<file path="config.mk">
export PLATFORM = sky130hd
export DESIGN_NAME = ecr_regs
export DESIGN_NICKNAME = d
export VERILOG_FILES = /design/src/verilog/ecr_strap_latch.v /design/src/verilog/ecr_decode.v /design/src/verilog/ecr_regs.v
export VERILOG_INCLUDE_DIRS = /design/src /design/src/pkg
export SDC_FILE = /design/constraint.sdc
export NUM_CORES = 1
export LEC_CHECK = 0
export BUFFER_PORTS_ARGS = -buffer_cell sky130_fd_sc_hd__buf_2
export CAP_MARGIN = 25
export CORE_UTILIZATION = 48
export CTS_BUF_LIST = sky130_fd_sc_hd__clkbuf_16
export DETAILED_ROUTE_END_ITERATION = 7
export PLACE_DENSITY = 0.76
export SLEW_MARGIN = 15
export SYNTH_ARGS = -nofsm -noshare
export SYNTH_HDL_FRONTEND = slang
export SYNTH_SLANG_ARGS = --single-unit
</file>
<file path="constraint.sdc">
create_clock -name clk -period 2.2 [get_ports clk]
set_clock_uncertainty 0.15 [all_clocks]
set_input_delay 0.44 -clock clk [delete_from_list [all_inputs] [get_ports clk]]
set_output_delay 0.44 -clock clk [all_outputs]
set_load 0.05 [all_outputs]
</file>
<file path="src/pkg/ecr_defines.vh">
`ifndef ECR_DEFINES_VH
`define ECR_DEFINES_VH

// ------------------------------------------------------------
// Register indices
// ------------------------------------------------------------
`define ECR_IDX_VERSION      7'h00
`define ECR_IDX_STRAP        7'h01
`define ECR_IDX_HOST_ONE     7'h02
`define ECR_IDX_HOST_TWO     7'h03
`define ECR_IDX_MEM_ONE      7'h04

// ------------------------------------------------------------
// Port select values
// ------------------------------------------------------------
`define ECR_PORT_INDEX       1'b0
`define ECR_PORT_DATA        1'b1

// ------------------------------------------------------------
// Reset values
// ------------------------------------------------------------
`define ECR_RST_INDEX        8'h00
`define ECR_RST_HOST_ONE     7'h00
`define ECR_RST_HOST_TWO     8'h02
`define ECR_RST_MEM_ONE      8'h00
`define ECR_RST_STRAP        8'hff

// ------------------------------------------------------------
// Field positions
// ------------------------------------------------------------
`define ECR_IDX_MSB          6
`define ECR_H1_WIDE_MEM      0
`define ECR_H1_DIG_CLK       1
`define ECR_H1_STD_HTIME     2
`define ECR_H1_ATTR_LO       3
`define ECR_H1_ATTR_HI       4
`define ECR_H1_IO10          5
`define ECR_H1_PAL_ALIAS     6
`define ECR_H1_ATTR_FF       7
`define ECR_H2_PAL_SHADOW    0
`define ECR_H2_WIDE_EN       1
`define ECR_H2_HIGH_BW       3
`define ECR_H2_REFR_PRIO     5
`define ECR_H2_PCI_BURST     6
`define ECR_ST_BUS_LO        0
`define ECR_ST_BUS_HI        2
`define ECR_ST_PINS_ALT      6
`define ECR_ST_CLK_TEST      7

// ------------------------------------------------------------
// Encodings
// ------------------------------------------------------------
`define ECR_BUS_CPU_DIRECT   3'b011
`define ECR_BUS_PCI          3'b110
`define ECR_BUS_VLB          3'b111
`define ECR_ATTR_VGA         2'b00
`define ECR_ATTR_SPLIT       2'b01
`define ECR_ATTR_EGA         2'b10
`define ECR_MEM_AB32         2'b00
`define ECR_MEM_A16          2'b01
`define ECR_MEM_AC32         2'b10

`endif

</file>
<file path="src/verilog/ecr_strap_latch.v">
`timescale 1ns/10ps
// ------------------------------------------------------------
// Strap capture at reset release
// ------------------------------------------------------------
`include "ecr_defines.vh"

module ecr_strap_latch #(
  parameter WIDTH = 8
) (
  input  wire             clk,
  input  wire             resetn,
  input  wire [WIDTH-1:0] strap_in,
  output wire             pullup_en,
  output reg  [WIDTH-1:0] strap_value
);

  reg captured;

  // Pull-ups on while reset holds the pins
  assign pullup_en = ~resetn | ~captured;

  // Straps sampled on the first clock after release; the async
  // reset only loads a constant, the pin value comes in clocked.
  always @(posedge clk or negedge resetn) begin
    if (!resetn) begin
      captured    <= 1'b0;
      strap_value <= `ECR_RST_STRAP;
    end else if (!captured) begin
      captured    <= 1'b1;
      strap_value <= strap_in;
    end
  end

endmodule

</file>
<file path="src/verilog/ecr_decode.v">
`timescale 1ns/10ps
// ------------------------------------------------------------
// Strap decode
// ------------------------------------------------------------
`include "ecr_defines.vh"

module ecr_decode (
  input  wire [7:0] strap_value,
  output wire       bus_cpu_direct,
  output wire       bus_pci,
  output wire       bus_vlb,
  output wire       bus_reserved,
  output wire       pins_alt,
  output wire       clock_test
);

  wire [2:0] bus_type_strap;

  assign bus_type_strap = strap_value[`ECR_ST_BUS_HI:`ECR_ST_BUS_LO];
  assign bus_cpu_direct = (bus_type_strap == `ECR_BUS_CPU_DIRECT);
  assign bus_pci        = (bus_type_strap == `ECR_BUS_PCI);
  assign bus_vlb        = (bus_type_strap == `ECR_BUS_VLB);
  assign bus_reserved   = ~(bus_cpu_direct | bus_pci | bus_vlb);
  assign pins_alt       = strap_value[`ECR_ST_PINS_ALT];
  // Test mode is the low level of the strap
  assign clock_test     = ~strap_value[`ECR_ST_CLK_TEST];

endmodule

</file>
<file path="src/verilog/ecr_regs.v">
`timescale 1ns/10ps
`include "ecr_defines.vh"

module ecr_regs #(
  // Arbitrary value; a real part would carry its stepping here
  parameter [7:0] VERSION_CODE = 8'h5a
) (
  input  wire       clk,
  input  wire       resetn,
  // Host port: select chooses index (0) or data (1)
  input  wire       port_sel,
  input  wire       wr_en,
  input  wire       rd_en,
  input  wire [7:0] wr_data,
  output reg  [7:0] rd_data,
  // Strap pins on the memory-A address lines
  input  wire [7:0] dram_a_address_bus,
  output wire       strap_pullup_en,
  // Attribute flip-flop from the attribute unit
  input  wire       attr_ff_data,
  output wire       attr_ff_force_reset,
  // Strap-derived steering
  output wire       bus_cpu_direct,
  output wire       bus_pci,
  output wire       bus_vlb,
  output wire       bus_reserved,
  output wire       upper_addr_en,
  output wire       activity_backlight_en,
  output wire       clock_test_en,
  // Host interface control one
  output wire       wide_mem_access,
  output wire       digital_clk_mode,
  output wire       std_htiming_sel,
  output wire [1:0] attr_mapping,
  output wire       attr_ega_map,
  output wire       io_decode_10bit,
  output wire       palette_alias_en,
  // Host interface control two
  input  wire       palette_write_hit,
  output wire       palette_write_do,
  output wire       palette_write_claim,
  output wire       wide_register_set_en,
  output wire       high_bandwidth_en,
  output wire       refresh_prio_high,
  output wire       pci_burst_en,
  // Memory control one
  output wire [1:0] mem_config,
  output wire       mem_path_32,
  output wire       dram_c_display,
  output wire       ext_fb_allowed
);

  // ------------------------------------------------------------
  // Storage
  // ------------------------------------------------------------
  reg  [7:0] extension_index;
  reg  [6:0] host_if_control_one;
  reg  [7:0] host_if_control_two;
  reg  [7:0] memory_control_one;
  wire [7:0] strap_config_one;
  wire [6:0] sel;

  assign sel = extension_index[`ECR_IDX_MSB:0];

  ecr_strap_latch #(
    .WIDTH       (8)
  ) u_strap (
    .clk         (clk),
    .resetn      (resetn),
    .strap_in    (dram_a_address_bus),
    .pullup_en   (strap_pullup_en),
    .strap_value (strap_config_one)
  );

  ecr_decode u_decode (
    .strap_value    (strap_config_one),
    .bus_cpu_direct (bus_cpu_direct),
    .bus_pci        (bus_pci),
    .bus_vlb        (bus_vlb),
    .bus_reserved   (bus_reserved),
    .pins_alt       (activity_backlight_en),
    .clock_test     (clock_test_en)
  );

  // Strap six low keeps the pins as address bits
  assign upper_addr_en = ~activity_backlight_en;

  // ------------------------------------------------------------
  // Register writes
  // ------------------------------------------------------------
  always @(posedge clk or negedge resetn) begin
    if (!resetn) begin
      extension_index     <= `ECR_RST_INDEX;
      host_if_control_one <= `ECR_RST_HOST_ONE;
      host_if_control_two <= `ECR_RST_HOST_TWO;
      memory_control_one  <= `ECR_RST_MEM_ONE;
    end else if (wr_en) begin
      if (port_sel == `ECR_PORT_INDEX) begin
        // Top bit is reserved and kept zero
        extension_index <= {1'b0, wr_data[`ECR_IDX_MSB:0]};
      end else if (sel == `ECR_IDX_HOST_ONE) begin
        host_if_control_one <= wr_data[6:0];
      end else if (sel == `ECR_IDX_HOST_TWO) begin
        host_if_control_two <= wr_data;
      end else if (sel == `ECR_IDX_MEM_ONE) begin
        memory_control_one <= wr_data;
      end
    end
  end

  // ------------------------------------------------------------
  // Register reads
  // ------------------------------------------------------------
  // Unmapped indices read zero; the version and strap registers
  // ignore writes since they have no storage behind the port.
  always @(posedge clk or negedge resetn) begin
    if (!resetn) begin
      rd_data <= 8'h00;
    end else if (rd_en) begin
      if (port_sel == `ECR_PORT_INDEX) begin
        rd_data <= extension_index;
      end else if (sel == `ECR_IDX_VERSION) begin
        rd_data <= VERSION_CODE;
      end else if (sel == `ECR_IDX_STRAP) begin
        rd_data <= strap_config_one;
      end else if (sel == `ECR_IDX_HOST_ONE) begin
        rd_data <= {attr_ff_data, host_if_control_one};
      end else if (sel == `ECR_IDX_HOST_TWO) begin
        rd_data <= host_if_control_two;
      end else if (sel == `ECR_IDX_MEM_ONE) begin
        rd_data <= memory_control_one;
      end else begin
        rd_data <= 8'h00;
      end
    end
  end

  // ------------------------------------------------------------
  // Host interface control one
  // ------------------------------------------------------------
  assign wide_mem_access  = host_if_control_one[`ECR_H1_WIDE_MEM];
  assign digital_clk_mode = host_if_control_one[`ECR_H1_DIG_CLK];
  assign std_htiming_sel  = host_if_control_one[`ECR_H1_STD_HTIME];
  assign attr_mapping     =
    host_if_control_one[`ECR_H1_ATTR_HI:`ECR_H1_ATTR_LO];
  // Split mapping holds the flip-flop reset
  assign attr_ff_force_reset = (attr_mapping == `ECR_ATTR_SPLIT);
  assign attr_ega_map     = (attr_mapping == `ECR_ATTR_EGA);
  assign io_decode_10bit  = host_if_control_one[`ECR_H1_IO10];
  assign palette_alias_en = host_if_control_one[`ECR_H1_PAL_ALIAS];

  // ------------------------------------------------------------
  // Host interface control two
  // ------------------------------------------------------------
  // The write always lands internally; only the claim is withheld
  assign palette_write_do    = palette_write_hit;
  assign palette_write_claim = palette_write_hit &
    ~host_if_control_two[`ECR_H2_PAL_SHADOW];
  assign wide_register_set_en = host_if_control_two[`ECR_H2_WIDE_EN];
  assign high_bandwidth_en = host_if_control_two[`ECR_H2_HIGH_BW];
  assign refresh_prio_high = host_if_control_two[`ECR_H2_REFR_PRIO];
  assign pci_burst_en      = host_if_control_two[`ECR_H2_PCI_BURST];

  // ------------------------------------------------------------
  // Memory control one
  // ------------------------------------------------------------
  assign mem_config     = memory_control_one[1:0];
  assign mem_path_32    = (mem_config == `ECR_MEM_AB32) |
                          (mem_config == `ECR_MEM_AC32);
  assign dram_c_display = (mem_config == `ECR_MEM_AC32);
  // Reserved 11 also disallows the external buffer
  assign ext_fb_allowed = (mem_config == `ECR_MEM_AB32) |
                          (mem_config == `ECR_MEM_A16);

endmodule

</file>
---- Yosys cells after proc, flatten, opt, wreduce, memory -nomap -nowiden ----
Cells that the tools add are included.
word-level totals
  output and inout port bits .............. 36
  register bits ........................... 47
cells by class
  muxes and demuxes ....................... 6
  equal/unequal tests ..................... 11
  reduce and logical (&&, ||, !) cells .... 6
  bitwise operators ....................... 15
operators by type and width
  cell                  number
  $mux W8               6
  $eq A7 B2 Y1 const B  2
  $not A1 Y1            9
  $eq A7 B1 Y1 const B  1
  $eq A7 B3 Y1 const B  1
  $logic_not A7 Y1      1
  $eq A3 B3 Y1 const B  2
  $or A1 B1 Y1          5
  $reduce_and A5 Y1     1
  $eq A2 B1 Y1 const B  2
  $eq A2 B2 Y1 const B  2
  $reduce_and A4 Y1     1
  $eq A3 B2 Y1 const B  1
  $reduce_and A3 Y1     1
  $logic_not A2 Y1      1
  $reduce_and A2 Y1     1
  $and A1 B1 Y1         1

---- Logic depth before layout (Yosys ltp) ----
Gate-level depths: netlist of run 1.
  word-level depth ........................ 7
  gate-level depth with buffers ........... 7
  mapped depth without buffers ............ 4

---- By module ----
Synthesis of run 1 repeated with hierarchy kept, for this count alone.
second synthesis, totals
  cell total of the unflattened synthesis .. 194
  area, all modules ....................... 2,255.9 um2
by module, submodules not included
  module           area each (um2)  instances  cells each  sequential area each (um2)
  ecr_regs         1,840.5          1          168         952.2
  ecr_strap_latch  374.1            1          20          235.2
  ecr_decode       41.3             1          6           0.0

---- Worst setup path after synthesis of run 1 ----
No wires, ideal clock.
  kind .................................... register -> register
  from .................................... reg extension_index[3]
  to ...................................... reg memory_control_one[0]
  setup time .............................. 0.125 ns
  data arrival time ....................... 1.843 ns
  cell stages (with the launch flop) ...... 5
  setup slack ............................. 0.082 ns
  cells stage by stage .................... dfrtp_1 > or4_4 > nor4b_4 > nand3_4 > mux2_2
on the way
  cells in the longest elaborated chain, start to end .. 3
  elaborated cells on any way between the ends .. 6
  classes of those cells .................. eq/ne: 3; bitwise: 2; reduce/logical: 1
RTL lines
  what                                  line            text
  start: declaration                    ecr_regs.v:56   reg [7:0] extension_index;
  start signal: assignment              ecr_regs.v:93   extension_index <= `ECR_RST_INDEX;
  start signal: assignment              ecr_regs.v:100  extension_index <= {1'b0, wr_data[`ECR_IDX_MSB:0]};
  $eq A7 B2 Y1 (no source line)         n/a
  $not A1 Y1 (no source line)           n/a
  $reduce_and A5 Y1 (no source line) *  n/a
  end signal: assignment                ecr_regs.v:96   memory_control_one <= `ECR_RST_MEM_ONE;
  end signal: assignment                ecr_regs.v:106  memory_control_one <= wr_data;
  end: declaration                      ecr_regs.v:59   reg [7:0] memory_control_one;
Mark *: on every way between the ends. The rest lies on a longest branch, timed or not.
A chain may end at the register's enable or synchronous reset.

---- Final worst setup path of run 1 ----
  from .................................... reg extension_index[4]
  to ...................................... reg memory_control_one[6]
Same word-level chain as after synthesis.

==> results of run 1 <==
[report_power, final]
part	switching, W	internal (W)
clock	0.000310	0.000413
sequential	0.000125	0.000995
combinational	0.000476	0.000245
total	0.000912	0.00165
[per-stage QoR]
step           hold WS [ps]  utilization, %  instance area (µm²)  setup TNS, ps  total power (W)
6_report              115.1           61.19                 2890              0         0.002565
5_1_grt               187.7           61.19                 2890              0         0.002685
4_1_cts               169.9           60.58                 2861         -2.099         0.002572
3_5_place_dp          315.2           57.54                 2718              0         0.001846
3_3_place_gp          313.4           57.54                 2718              0         0.001830
2_1_floorplan        -5.591               -                 2342              0         0.001664
[state kept, by name, summed over array words and instances, names as in the netlist]
register             flops
extension_index          7
host_if_control_one      7
host_if_control_two      8
u_strap.captured         1
rd_data                  8
u_strap.strap_value      8
memory_control_one       8
[cells by family (layout without fill, tap and decap cells)]
kind of cell	Yosys count	count (layout)	synth area share, %
and+or+nand+nor	63	63	17.20
other	1	1	0.1601
AOI/OAI and AO/OA	33	33	8.975
muxes	38	38	18.22
buffers and inverters	19	87	4.754
DFF	47	47	50.69
[cell type report]
class                   instances  share of cell area, %
flip-flops and latches         47                  41.08
clock buffers                   5                  4.329
multi-input cells             135                  36.32
repair buffers                 73                  14.07
inverters                       6                 0.7792
well taps                      67                  2.900
clock inverters                 3                 0.5195
[cells in the mapped netlist, drive strengths merged]
cell type / number / area (µm²)
a21oi: 9 / 45.04
dfstp: 9 / 236.5
o21a: 2 / 15.01
nor4: 3 / 18.77
nor4bb: 4 / 40.04
and3b: 3 / 26.28
nand2b: 5 / 31.28
mux2i: 1 / 10.01
and3: 1 / 6.260
or3: 2 / 13.77
o32ai: 1 / 8.760
nand2: 16 / 60.06
nor2: 10 / 37.54
inv: 6 / 22.52
nor3b: 1 / 7.510
dfrtp: 38 / 950.9
a2bb2oi: 2 / 17.52
clkbuf: 9 / 33.78
nor2b: 8 / 50.05
nor3: 3 / 20.02
mux2: 37 / 416.7
nor4b: 2 / 47.55
conb: 1 / 3.750
o211ai: 1 / 7.510
o21ai: 10 / 50.05
or4: 1 / 11.26
o311ai: 2 / 17.52
buf: 3 / 22.52
a31oi: 1 / 6.260
a221oi: 4 / 35.03
nand3: 4 / 32.53
bufbuf: 1 / 32.53
a21boi: 1 / 7.510
[worst min path at each step]
stage,startpoint,endpoint,slack (ps),cells past startpoint
finish,resetn,rd_data[0],120,2
global route,resetn,extension_index[3],190,2
CTS,resetn,rd_data[1],170,2
detailed placement,rd_data[0],rd_data[0],320,1
global placement,rd_data[0],rd_data[0],310,1
floorplan,resetn,extension_index[0],-6,0
[timing repair]
| action | 4_1_cts | 5_1_grt |
|---|---|---|
| pin swaps | 0 | 2 |
| setup endpoints to repair | 4 | 20 |
| resized for setup | 1 | 1 |
| setup buffers | 0 | 3 |
[layer usage]
layer / GRT usage, % / wire length, µm
met2: 32.70 / 2337
met3: 5.345 / 226
met5: 0 / 0
met1: 29.63 / 2453
met4: 4.575 / 34
==> results.txt, run 1 <==
The run finished with clean final reports. For this run, the register share of the synthesized area comes to 50.69%. The clock insertion delay at the later pin of the skew report came out at 290 ps. The last weighted congestion value of the routability-driven placer came out at 0.8380.

The relative max-transition margin is 49.24%. In this run the worst path has a maximum fanout of 8. The area of the die came out at 5163 µm².

The CTS tree is yes. The number of cells on the critical path came out at 5. The post-route fraction of the period consumed by the critical path came out at 96.57%. The number of violations of the max-capacitance limit is 0. STA classifies the critical path endpoint as a flop.

The number of nets in the layout is 291. The biggest cell delay along the critical path came out at 590 ps. The setup slack at placement is 11.23 ps. The area growth from synthesis to layout came out at 23.40%. The total detailed-routing wirelength is 5.052 mm.

The average instance in the mapped netlist occupies 11.65 µm². Summing all multi-input logic gate instances after layout gives 1050 µm². Leaving out fill and tap cells, the most frequent cells in the layout are sky130_fd_sc_hd__buf_2 (58), sky130_fd_sc_hd__dfrtp_1 (38), sky130_fd_sc_hd__mux2_2 (37), sky130_fd_sc_hd__nand2_1 (16), sky130_fd_sc_hd__buf_4 (14). The worst-case IR drop observed on VDD is 0.0004764 V.

The maximum clock insertion buffer count came out at 2. The HPWL after detailed placement is 3.606 mm. The pin count of the biggest net entering global routing is 48. In this run the worst setup path terminates at memory_control_one[6]. After detailed routing, the number of remaining DRC violations is 0. In this run the critical register-to-register path is launched from extension_index[4]. The number of antenna violations at the first check in global routing came to 0.

The number of hold violations in the final report is 0. The horizontal die dimension is 71.86 µm. Setup repair after global routing left no endpoint under its margin. The final worst setup slack is 75.42 ps.

The number of storage elements in the synthesis netlist came out at 47. The count of hold buffers inserted by post-cts repair is 0. The site row count came out at 25.

The static leakage is 1.379 nW. The tree is rooted in a sky130_fd_sc_hd__clkbuf_16. The number of distinct standard cells referenced by the synthesized netlist is 36.

The remaining antenna violation count after routing came out at 0. The count of yosys warnings during synthesis is 0. Static timing analysis puts the maximum clock frequency at 470.7 MHz.

The instance count after placement with tap cells included came out at 325. The worst path required time came out at 2220 ps. The H-tree generated during clock tree synthesis spans 2 levels. The net count after synthesis came out at 224. The reg-to-reg critical path endpoint is memory_control_one[6].

The via count is 1746. Walking the worst path, the cells encountered are or4_4, nor4b_4, buf_6, nand3_4, mux2_2. The total global routing track utilization came out at 20.95%. The placeable core region came out at 4723 µm². The number of diodes is 0. The first detailed-routing pass ran for 4 iterations. The slew at the pin with the worst max-slew slack is 761.4 ps.

The total power density per cell area is 887.3 nW/µm². The clock period minus worst slack is 2125 ps. The sum of overflow across all layers after global routing came out at 0. Clock-pin slew was measured on the worst setup and hold paths at 60 ps. The min-delay analysis places its worst path in the category input port to async pin.

During I/O placement, the number of pins put on the boundary was 59. The first routing iteration left 107 violations. In this run, CTS created clock tree buffers numbering 5. Synthesis handed over a netlist of 201 instances. Setup violations remaining at the end of the flow were counted as 0. The share of cells above drive strength 1 is 49.07%. Grouping stages by cell kind, the critical path spends the most delay in simple AND/OR/NAND/NOR gates.

The total number of clock tree sinks came out at 47. The final standard cell count with taps included and fillers excluded is 336. On the critical path, the stage with the largest delay is an instance of sky130_fd_sc_hd__or4_4. The first global-routing pass estimated 8.211 mm of wire. The number of buffers and inverters on the critical path is 1. The number of max-slew violations in the final report is 0. Input and output buffers added on the ports amount to 58.

The path type of the worst setup path is flop to flop. The number of filler cells placed in the layout came out at 389. The post-detailed-route via-to-cell ratio came out at 5.196. The number of global-route vias before repair came to 1618.

The cell depth of the worst flop-to-flop path came out at 5. At the worst endpoint, the arrival time is 2140 ps. The most common cell after layout, fill and taps aside is sky130_fd_sc_hd__buf_2. The reg2reg setup slack came out at 80 ps. In this run the worst setup path begins at extension_index[4]. The wire length per cell after detailed routing came out at 15.04 µm. The area occupied by registers is 1187 µm². STA classifies the critical path startpoint as a flop. Measured along the y axis, the die boundary spans 71.86 µm. The initial utilization of the core area, before any placement, comes to 49.59%. The combined area of all synthesized cells is 2342 µm².
Power figures use the tool's default switching activity.
==> run 2: changes to the inputs <==
==> constraint.sdc (replaced) <==
create_clock -name clk -period 2.2 [get_ports clk]
set_clock_uncertainty 0.15 [all_clocks]
set_input_delay 0.11 -clock clk [delete_from_list [all_inputs] [get_ports clk]]
set_output_delay 0.11 -clock clk [all_outputs]
set_load 0.05 [all_outputs]
==> results.txt, run 2 (synthesis results as in run 1) <==
The share of cells above drive strength 1 was 46.32% (-2.8 points). The final sum of negative setup slack is 0 ps (unchanged). The number of hold violations in the final report is 0 (unchanged). The placeable core region is 4723 µm² (unchanged).

The number of buffers created by CTS is 5 (unchanged). The wire length of the first global-routing pass was 8.404 mm (+2.4%). The total length of routed met2 wires is 2.627 mm (+12%). The number of iterations in the first detailed-routing pass is 4 (unchanged). The total number of H-tree levels came to 2 (unchanged). The highest layer touched by signal routing is met4.

The clock insertion delay at the later pin of the skew report came to 290 ps (about the same). The tree is rooted in a sky130_fd_sc_hd__clkbuf_16. The height of the die is 71.86 µm (unchanged).

The number of antenna violations at the first check in global routing came out at 0 (unchanged). The via count came out at 1859 (+6.5%). The CTS tree is yes. The pin count of the biggest net entering global routing came out at 48 (unchanged).

The setup slack at placement came out at 24.19 ps (+12.95 ps). The worst hold path belongs to the class input port to flop. The site row count is 25 (unchanged). The area growth from synthesis to layout is 32.43%. The worst path required time is 2230 ps (about the same). The static leakage came out at 1.466 nW (+6.3%). The total number of clock tree sinks came to 47 (unchanged). The relative max-transition margin came out at 49.64% (+0.41 points). The number of global-route vias before repair came to 1678 (+3.7%). The worst voltage drop across the vdd grid is 0.0005127 V (+7.6%).

The number of port buffers came to 58 (unchanged). The maximum clock frequency is 463.6 MHz (-1.5%). The post-route fraction of the period consumed by the critical path is 98.04% (+1.5 points).

The final worst setup slack came out at 43.17 ps (-32.25 ps). The largest fanout on the critical path came to 8 (unchanged). The wire length per cell after detailed routing came out at 15.45 µm (+2.7%). In the layout the commonest cells are sky130_fd_sc_hd__buf_2 (58), sky130_fd_sc_hd__dfrtp_1 (38), sky130_fd_sc_hd__mux2_2 (37), sky130_fd_sc_hd__dlygate4sd3_1 (17), sky130_fd_sc_hd__nand2_1 (16). The total power density per cell area is 881.1 nW/µm² (-0.70%).

The number of nets in the layout came out at 307 (+5.5%). The sum of overflow across all layers after global routing is 0 (unchanged). The total global routing track utilization came out at 21.97% (+1.0 points). The startpoint kind of the worst setup timing path is a flop. The number of diodes is 0 (unchanged). The last weighted congestion value of the routability-driven placer is 0.8646 (+3.2%). The HPWL after detailed placement came to 3.566 mm (-1.1%). The setup-violating endpoint count in the final report came out at 0 (unchanged). The number of DRC markers in iteration 0 came out at 130 (+21%). The area of the die came out at 5163 µm² (unchanged).

The worst setup path is captured at a flop. The switching power came out at 0.0009388 W (+3.0%). The number of violations of the max-capacitance limit came out at 0 (unchanged). The met3 wire length was 263 µm (+16%). The internal power summed over all cells is 0.001794 W (+8.5%). The maximum clock insertion buffer count came out at 2 (unchanged). The path type of the worst setup path is flop to flop. Leaving out fill and tap cells, the most frequent cell in the layout is sky130_fd_sc_hd__buf_2. The detailed-routing wirelength on met1 came out at 2.470 mm (+0.69%). The slew at the pin with the worst max-slew slack came to 755.3 ps (-6.077 ps). The number of max-slew violations in the final report is 0 (unchanged). The clock share of power came out at 31.5% (+3.3 points). The clock-pin transition on the worst setup and hold timing paths came out at 70 ps (about the same). The total detailed-routing wirelength is 5.438 mm (+7.6%). The share of total power in sequential cells came to 41.2% (-2.5 points). The horizontal die dimension is 71.86 µm (unchanged).

The data arrival time of the worst path came out at 2180 ps (+40 ps). The number of primary I/O pins is 59 (unchanged). The post-detailed-route via-to-cell ratio is 5.281 (+1.6%). The remaining antenna violation count after routing is 0 (unchanged). The starting density of the core came out at 49.59% (unchanged). The combinational fraction of design power came out at 27.3% (-0.8 points). The post-detailed-route DRC marker count is 0 (unchanged).

The run finished with clean final reports. The share of total power consumed by net switching is 34.35% (-1.2 points). The clock period minus worst slack came out at 2157 ps (+32.25 ps).
==> run 2: cell types whose count changed in the layout (fill, tap and decap cells not counted) <==
cell / before / now
sky130_fd_sc_hd__inv_6: 0 / 1
sky130_fd_sc_hd__bufinv_16: 0 / 1
sky130_fd_sc_hd__dlygate4sd3_1: 0 / 17
sky130_fd_sc_hd__clkinv_1: 2 / 1
sky130_fd_sc_hd__buf_12: 0 / 1
sky130_fd_sc_hd__nor4_2: 1 / 0
sky130_fd_sc_hd__buf_4: 14 / 12
sky130_fd_sc_hd__nor4_4: 0 / 1
sky130_fd_sc_hd__clkinvlp_4: 1 / 0
==> run 2: path summary, 6_finish.rpt <==
kind | start | end | slack, ps | cells after the start
worst max-delay path | extension_index[6] | memory_control_one[1] | 40 | 5
worst min-delay path | rd_en | rd_data[7] | 50 | 2
worst max register to register | extension_index[6] | memory_control_one[1] | 40 | 5
worst min register to register | rd_data[2] | rd_data[2] | 340 | 1
max in group asynchronous | resetn | host_if_control_two[3] | 1160 | 3
min in group asynchronous | resetn | rd_data[5] | 350 | 3
==> run 2: layout make-up <==
class                      instances  area, µm²
tap                               67      83.83
clock inverter                     3      42.54
inverter                           6      22.52
sequential                        47       1187
multi-input combinational        135       1059
timing repair buffer              89      581.8
fill                             357       1622
clock buffer                       5      125.1
==> run 2: layer usage <==
metal  vias up  GRT usage, %
li1        880             -
met1       900         30.06
met2        73         34.28
met3         6         4.782
met4         0         8.715
met5         -             0
==> run 2: power groups by stage <==
stage	logic [W]	registers (W)	clock network, W
floorplan	0.000407	0.00126	0
global placement	0.000701	0.00113	0
finish	0.000746	0.00113	0.000861
detailed placement	0.000709	0.00113	0
CTS	0.000734	0.00112	0.000880
global route	0.000792	0.00114	0.000913
==> run 2: per-stage QoR <==
stage | std cells | total power (W) | instance area, µm² | util (%) | hold WS (ps)
floorplan | 201 | 0.001664 | 2342 | - | -335.6
CTS | 348 | 0.002730 | 3040 | 64.37 | 42.14
global placement | 323 | 0.001827 | 2703 | 57.22 | 138.1
detailed placement | 323 | 0.001841 | 2703 | 57.22 | 140.1
global route | 352 | 0.002847 | 3102 | 65.67 | 66.05
finish | 352 | 0.002733 | 3102 | 65.67 | 54.98
==> run 2: what timing repair did <==
item | CTS | global route
gates resized for setup | 0 | 3
hold buffers | 17 | 0
endpoints found under the hold margin | 76 | 0
buffers inserted | 0 | 4
setup endpoints to repair | 0 | 23
==> run 2: critical path, cell delays in order, from the launching register on <==
cell and delay (ps):
sky130_fd_sc_hd__dfrtp_1 430, sky130_fd_sc_hd__or4_4 600, sky130_fd_sc_hd__nor4b_4 250, sky130_fd_sc_hd__buf_6 160, sky130_fd_sc_hd__nand3_4 140, sky130_fd_sc_hd__mux2_2 310
==> run 3: changes to the inputs <==
--- a/config.mk
+++ b/config.mk
@@ -8,10 +8,11 @@
 export LEC_CHECK = 0
 export BUFFER_PORTS_ARGS = -buffer_cell sky130_fd_sc_hd__buf_2
 export CAP_MARGIN = 25
-export CORE_UTILIZATION = 48
+export CORE_ASPECT_RATIO = 0.9
+export CORE_UTILIZATION = 57
 export CTS_BUF_LIST = sky130_fd_sc_hd__clkbuf_16
 export DETAILED_ROUTE_END_ITERATION = 7
-export PLACE_DENSITY = 0.76
+export PLACE_DENSITY = 0.85
 export SLEW_MARGIN = 15
 export SYNTH_ARGS = -nofsm -noshare
 export SYNTH_HDL_FRONTEND = slang
==> constraint.sdc (replaced) <==
create_clock -name clk -period 2.79 [get_ports clk]
set_clock_uncertainty 0.15 [all_clocks]
set_input_delay 0.1395 -clock clk [delete_from_list [all_inputs] [get_ports clk]]
set_output_delay 0.1395 -clock clk [all_outputs]
set_load 0.05 [all_outputs]
==> results.txt, run 3 (synthesis results as in run 1) <==
In this run the worst hold path is classified as input port to flop. The area of the multi-input gates was 1044 µm² (-1.4%). The most common cell after layout, fill and taps aside is sky130_fd_sc_hd__buf_2. The worst setup path is of the flop to flop kind. The total detailed-routing wirelength came out at 5.455 mm (+0.31%). The tree is rooted in a sky130_fd_sc_hd__clkbuf_16. Setup repair after global routing left no endpoint under its margin. The number of stages on the worst hold path came to 2 (unchanged). The slew at the pin with the worst max-slew slack was 777.9 ps (+22.58 ps).

The total power density per cell area came out at 716.4 nW/µm² (-19%). The share of cells above drive strength 1 is 44.12% (-2.2 points). The sum of overflow across all layers after global routing is 0 (unchanged).

The clock insertion delay at the later pin of the skew report is 280 ps (about the same). The pin count of the biggest net entering global routing came out at 48 (unchanged). The buffer count from post-CTS setup fixing is 0 (unchanged). The placed standard-cell area came to 2631 µm² (-2.6%).

The area occupied by registers is 1187 µm² (unchanged). The wire length per cell after detailed routing is 17.15 µm (+11%). The worst path required time came to 2800 ps (+570 ps). The placeable core region came out at 3836 µm² (-19%).

The maximum clock frequency came out at 407.2 MHz (-12%). The number of violations of the max-capacitance limit came out at 0 (unchanged). The setup-violating endpoint count in the final report came to 0 (unchanged). The area of the die came out at 4370 µm² (-15%).

The worst voltage drop across the vdd grid was 0.0005202 V (+1.5%). The total global routing track utilization is 27.15% (+5.2 points). The final sum of negative setup slack is 0 ps (unchanged).

The number of antenna violations at the first check in global routing is 0 (unchanged). The clock-pin transition on the worst setup and hold timing paths came out at 60 ps (about the same). The starting density of the core is 61.06% (+11 points). The via count came to 1877 (+0.97%).

The HPWL after detailed placement came out at 3.704 mm (+3.9%). The cell depth of the worst flop-to-flop path is 4 (-1). The remaining antenna violation count after routing was 0 (unchanged). The total number of clock tree sinks came out at 47 (unchanged). The height of the die came out at 62.82 µm (-13%). In this run the most critical hold path is launched from wr_data[0].

The maximum clock insertion buffer count was 2 (unchanged). The site row count was 21 (-16%). From synthesis to final layout, the design area changed by 25.27%. The number of hold violations in the final report is 0 (unchanged).

The number of max-slew violations in the final report came to 0 (unchanged). The reg2reg setup slack came out at 330 ps (+290 ps). The number of buffers created by CTS is 5 (unchanged). The clock period minus worst slack came out at 2456 ps (+298.8 ps). The worst hold endpoint is host_if_control_two[0]. The number of port buffers was 58 (unchanged).

The number of global-route vias before repair is 1956 (+17%). Leaving out fill and tap cells, the most frequent cells in the layout are sky130_fd_sc_hd__buf_2 (58), sky130_fd_sc_hd__dfrtp_1 (38), sky130_fd_sc_hd__mux2_2 (37), sky130_fd_sc_hd__nand2_1 (16), sky130_fd_sc_hd__dlygate4sd3_1 (14). The relative max-transition margin is 48.14% (-1.5 points). The last weighted congestion value of the routability-driven placer is 0.8722 (+0.88%). The final standard cell count with taps included and fillers excluded was 318 (-9.7%).

The total power draw came to 0.002102 W (-23%). The number of nets in the layout is 294 (-4.2%). The wire length of the first global-routing pass came to 9.287 mm (+11%). The number of filler cells placed in the layout is 263 (-26%). The horizontal die dimension is 69.57 µm (-3.2%).

The post-detailed-route DRC marker count is 0 (unchanged). The largest fanout on the critical path came to 7 (-1). The endpoint identified for the worst register-to-register timing path is host_if_control_one[0]. The post-route fraction of the period consumed by the critical path came to 88.02% (-10 points). The data arrival time of the worst path is 2470 ps (+290 ps).

The number of iterations in the first detailed-routing pass is 4 (unchanged). The instance count after placement with tap cells included came out at 296 (-8.4%). The number of diodes came to 0 (unchanged).

The final instance area is 2934 µm² (-5.4%). The total number of H-tree levels was 2 (unchanged). The worst register-to-register path begins at extension_index[3]. The static leakage is 1.401 nW (-4.4%). The startpoint kind of the worst setup timing path is a flop.

The nature of the critical path endpoint is a flop. The post-detailed-route via-to-cell ratio is 5.903 (+12%). TritonCTS built the clock tree. The number of primary I/O pins is 59 (unchanged).

The number of DRC markers in iteration 0 is 109 (-16%). The flow ran to the end, and the final reports show no timing, DRC or antenna violations.
run 3: final cells by class:
| cell class | instances | area share, % |
|---|---|---|
| inverter | 6 | 0.7676 |
| clock buffer | 5 | 4.264 |
| timing repair buffer | 76 | 15.69 |
| tap | 46 | 1.962 |
| multi-input combinational | 135 | 35.57 |
| sequential | 47 | 40.47 |
| clock inverter | 3 | 1.279 |
run 3: worst max-delay path by stage:
stage          cells past startpoint                     end          startpoint
6_report                           4  host_if_control_one[0]  extension_index[3]
4_1_cts                            4   memory_control_one[1]  extension_index[3]
3_5_place_dp                       4  host_if_control_one[0]  extension_index[3]
5_1_grt                            4  host_if_control_one[2]  extension_index[3]
2_1_floorplan                      4   memory_control_one[0]  extension_index[3]
3_3_place_gp                       4   memory_control_one[3]  extension_index[3]
run 3: what timing repair did:
action | in CTS | in global routing
hold endpoints to repair | 58 | 0
resized for setup | 0 | 0
hold buffers | 14 | 0
run 3: worst max-delay path: stages, from the launching register on:
cell                       delay (ps)
sky130_fd_sc_hd__dfrtp_1          420
sky130_fd_sc_hd__nor4_1           510
sky130_fd_sc_hd__nand2b_1         270
sky130_fd_sc_hd__nor4b_4          590
sky130_fd_sc_hd__mux2_2           400
run 3: per-stage QoR:
stage                     util [%]  hold slack, ps  setup WS [ps]
after floorplan                  -          -306.1          672.1
after global placement       68.59           204.5          559.1
after detailed placement     68.59           188.3          443.7
after CTS                    76.48           3.073          431.7
after global routing         76.48           16.99          200.8
final                        76.48           4.097          334.4
run 3: layer usage:
layer | track usage [%] | routed length (µm)
met1 | 36.07 | 2370
met2 | 44.78 | 2708
met3 | 4.839 | 288
met4 | 9.694 | 88
met5 | 0 | 0
run 3: where the power goes:
group | leakage (nW) | internal, W | switching, W
logic | 0.730 | 0.000193 | 0.000389
clock network | 0.0864 | 0.000416 | 0.000227
registers | 0.585 | 0.000784 | 0.0000923
total | 1.40 | 0.00139 | 0.000708
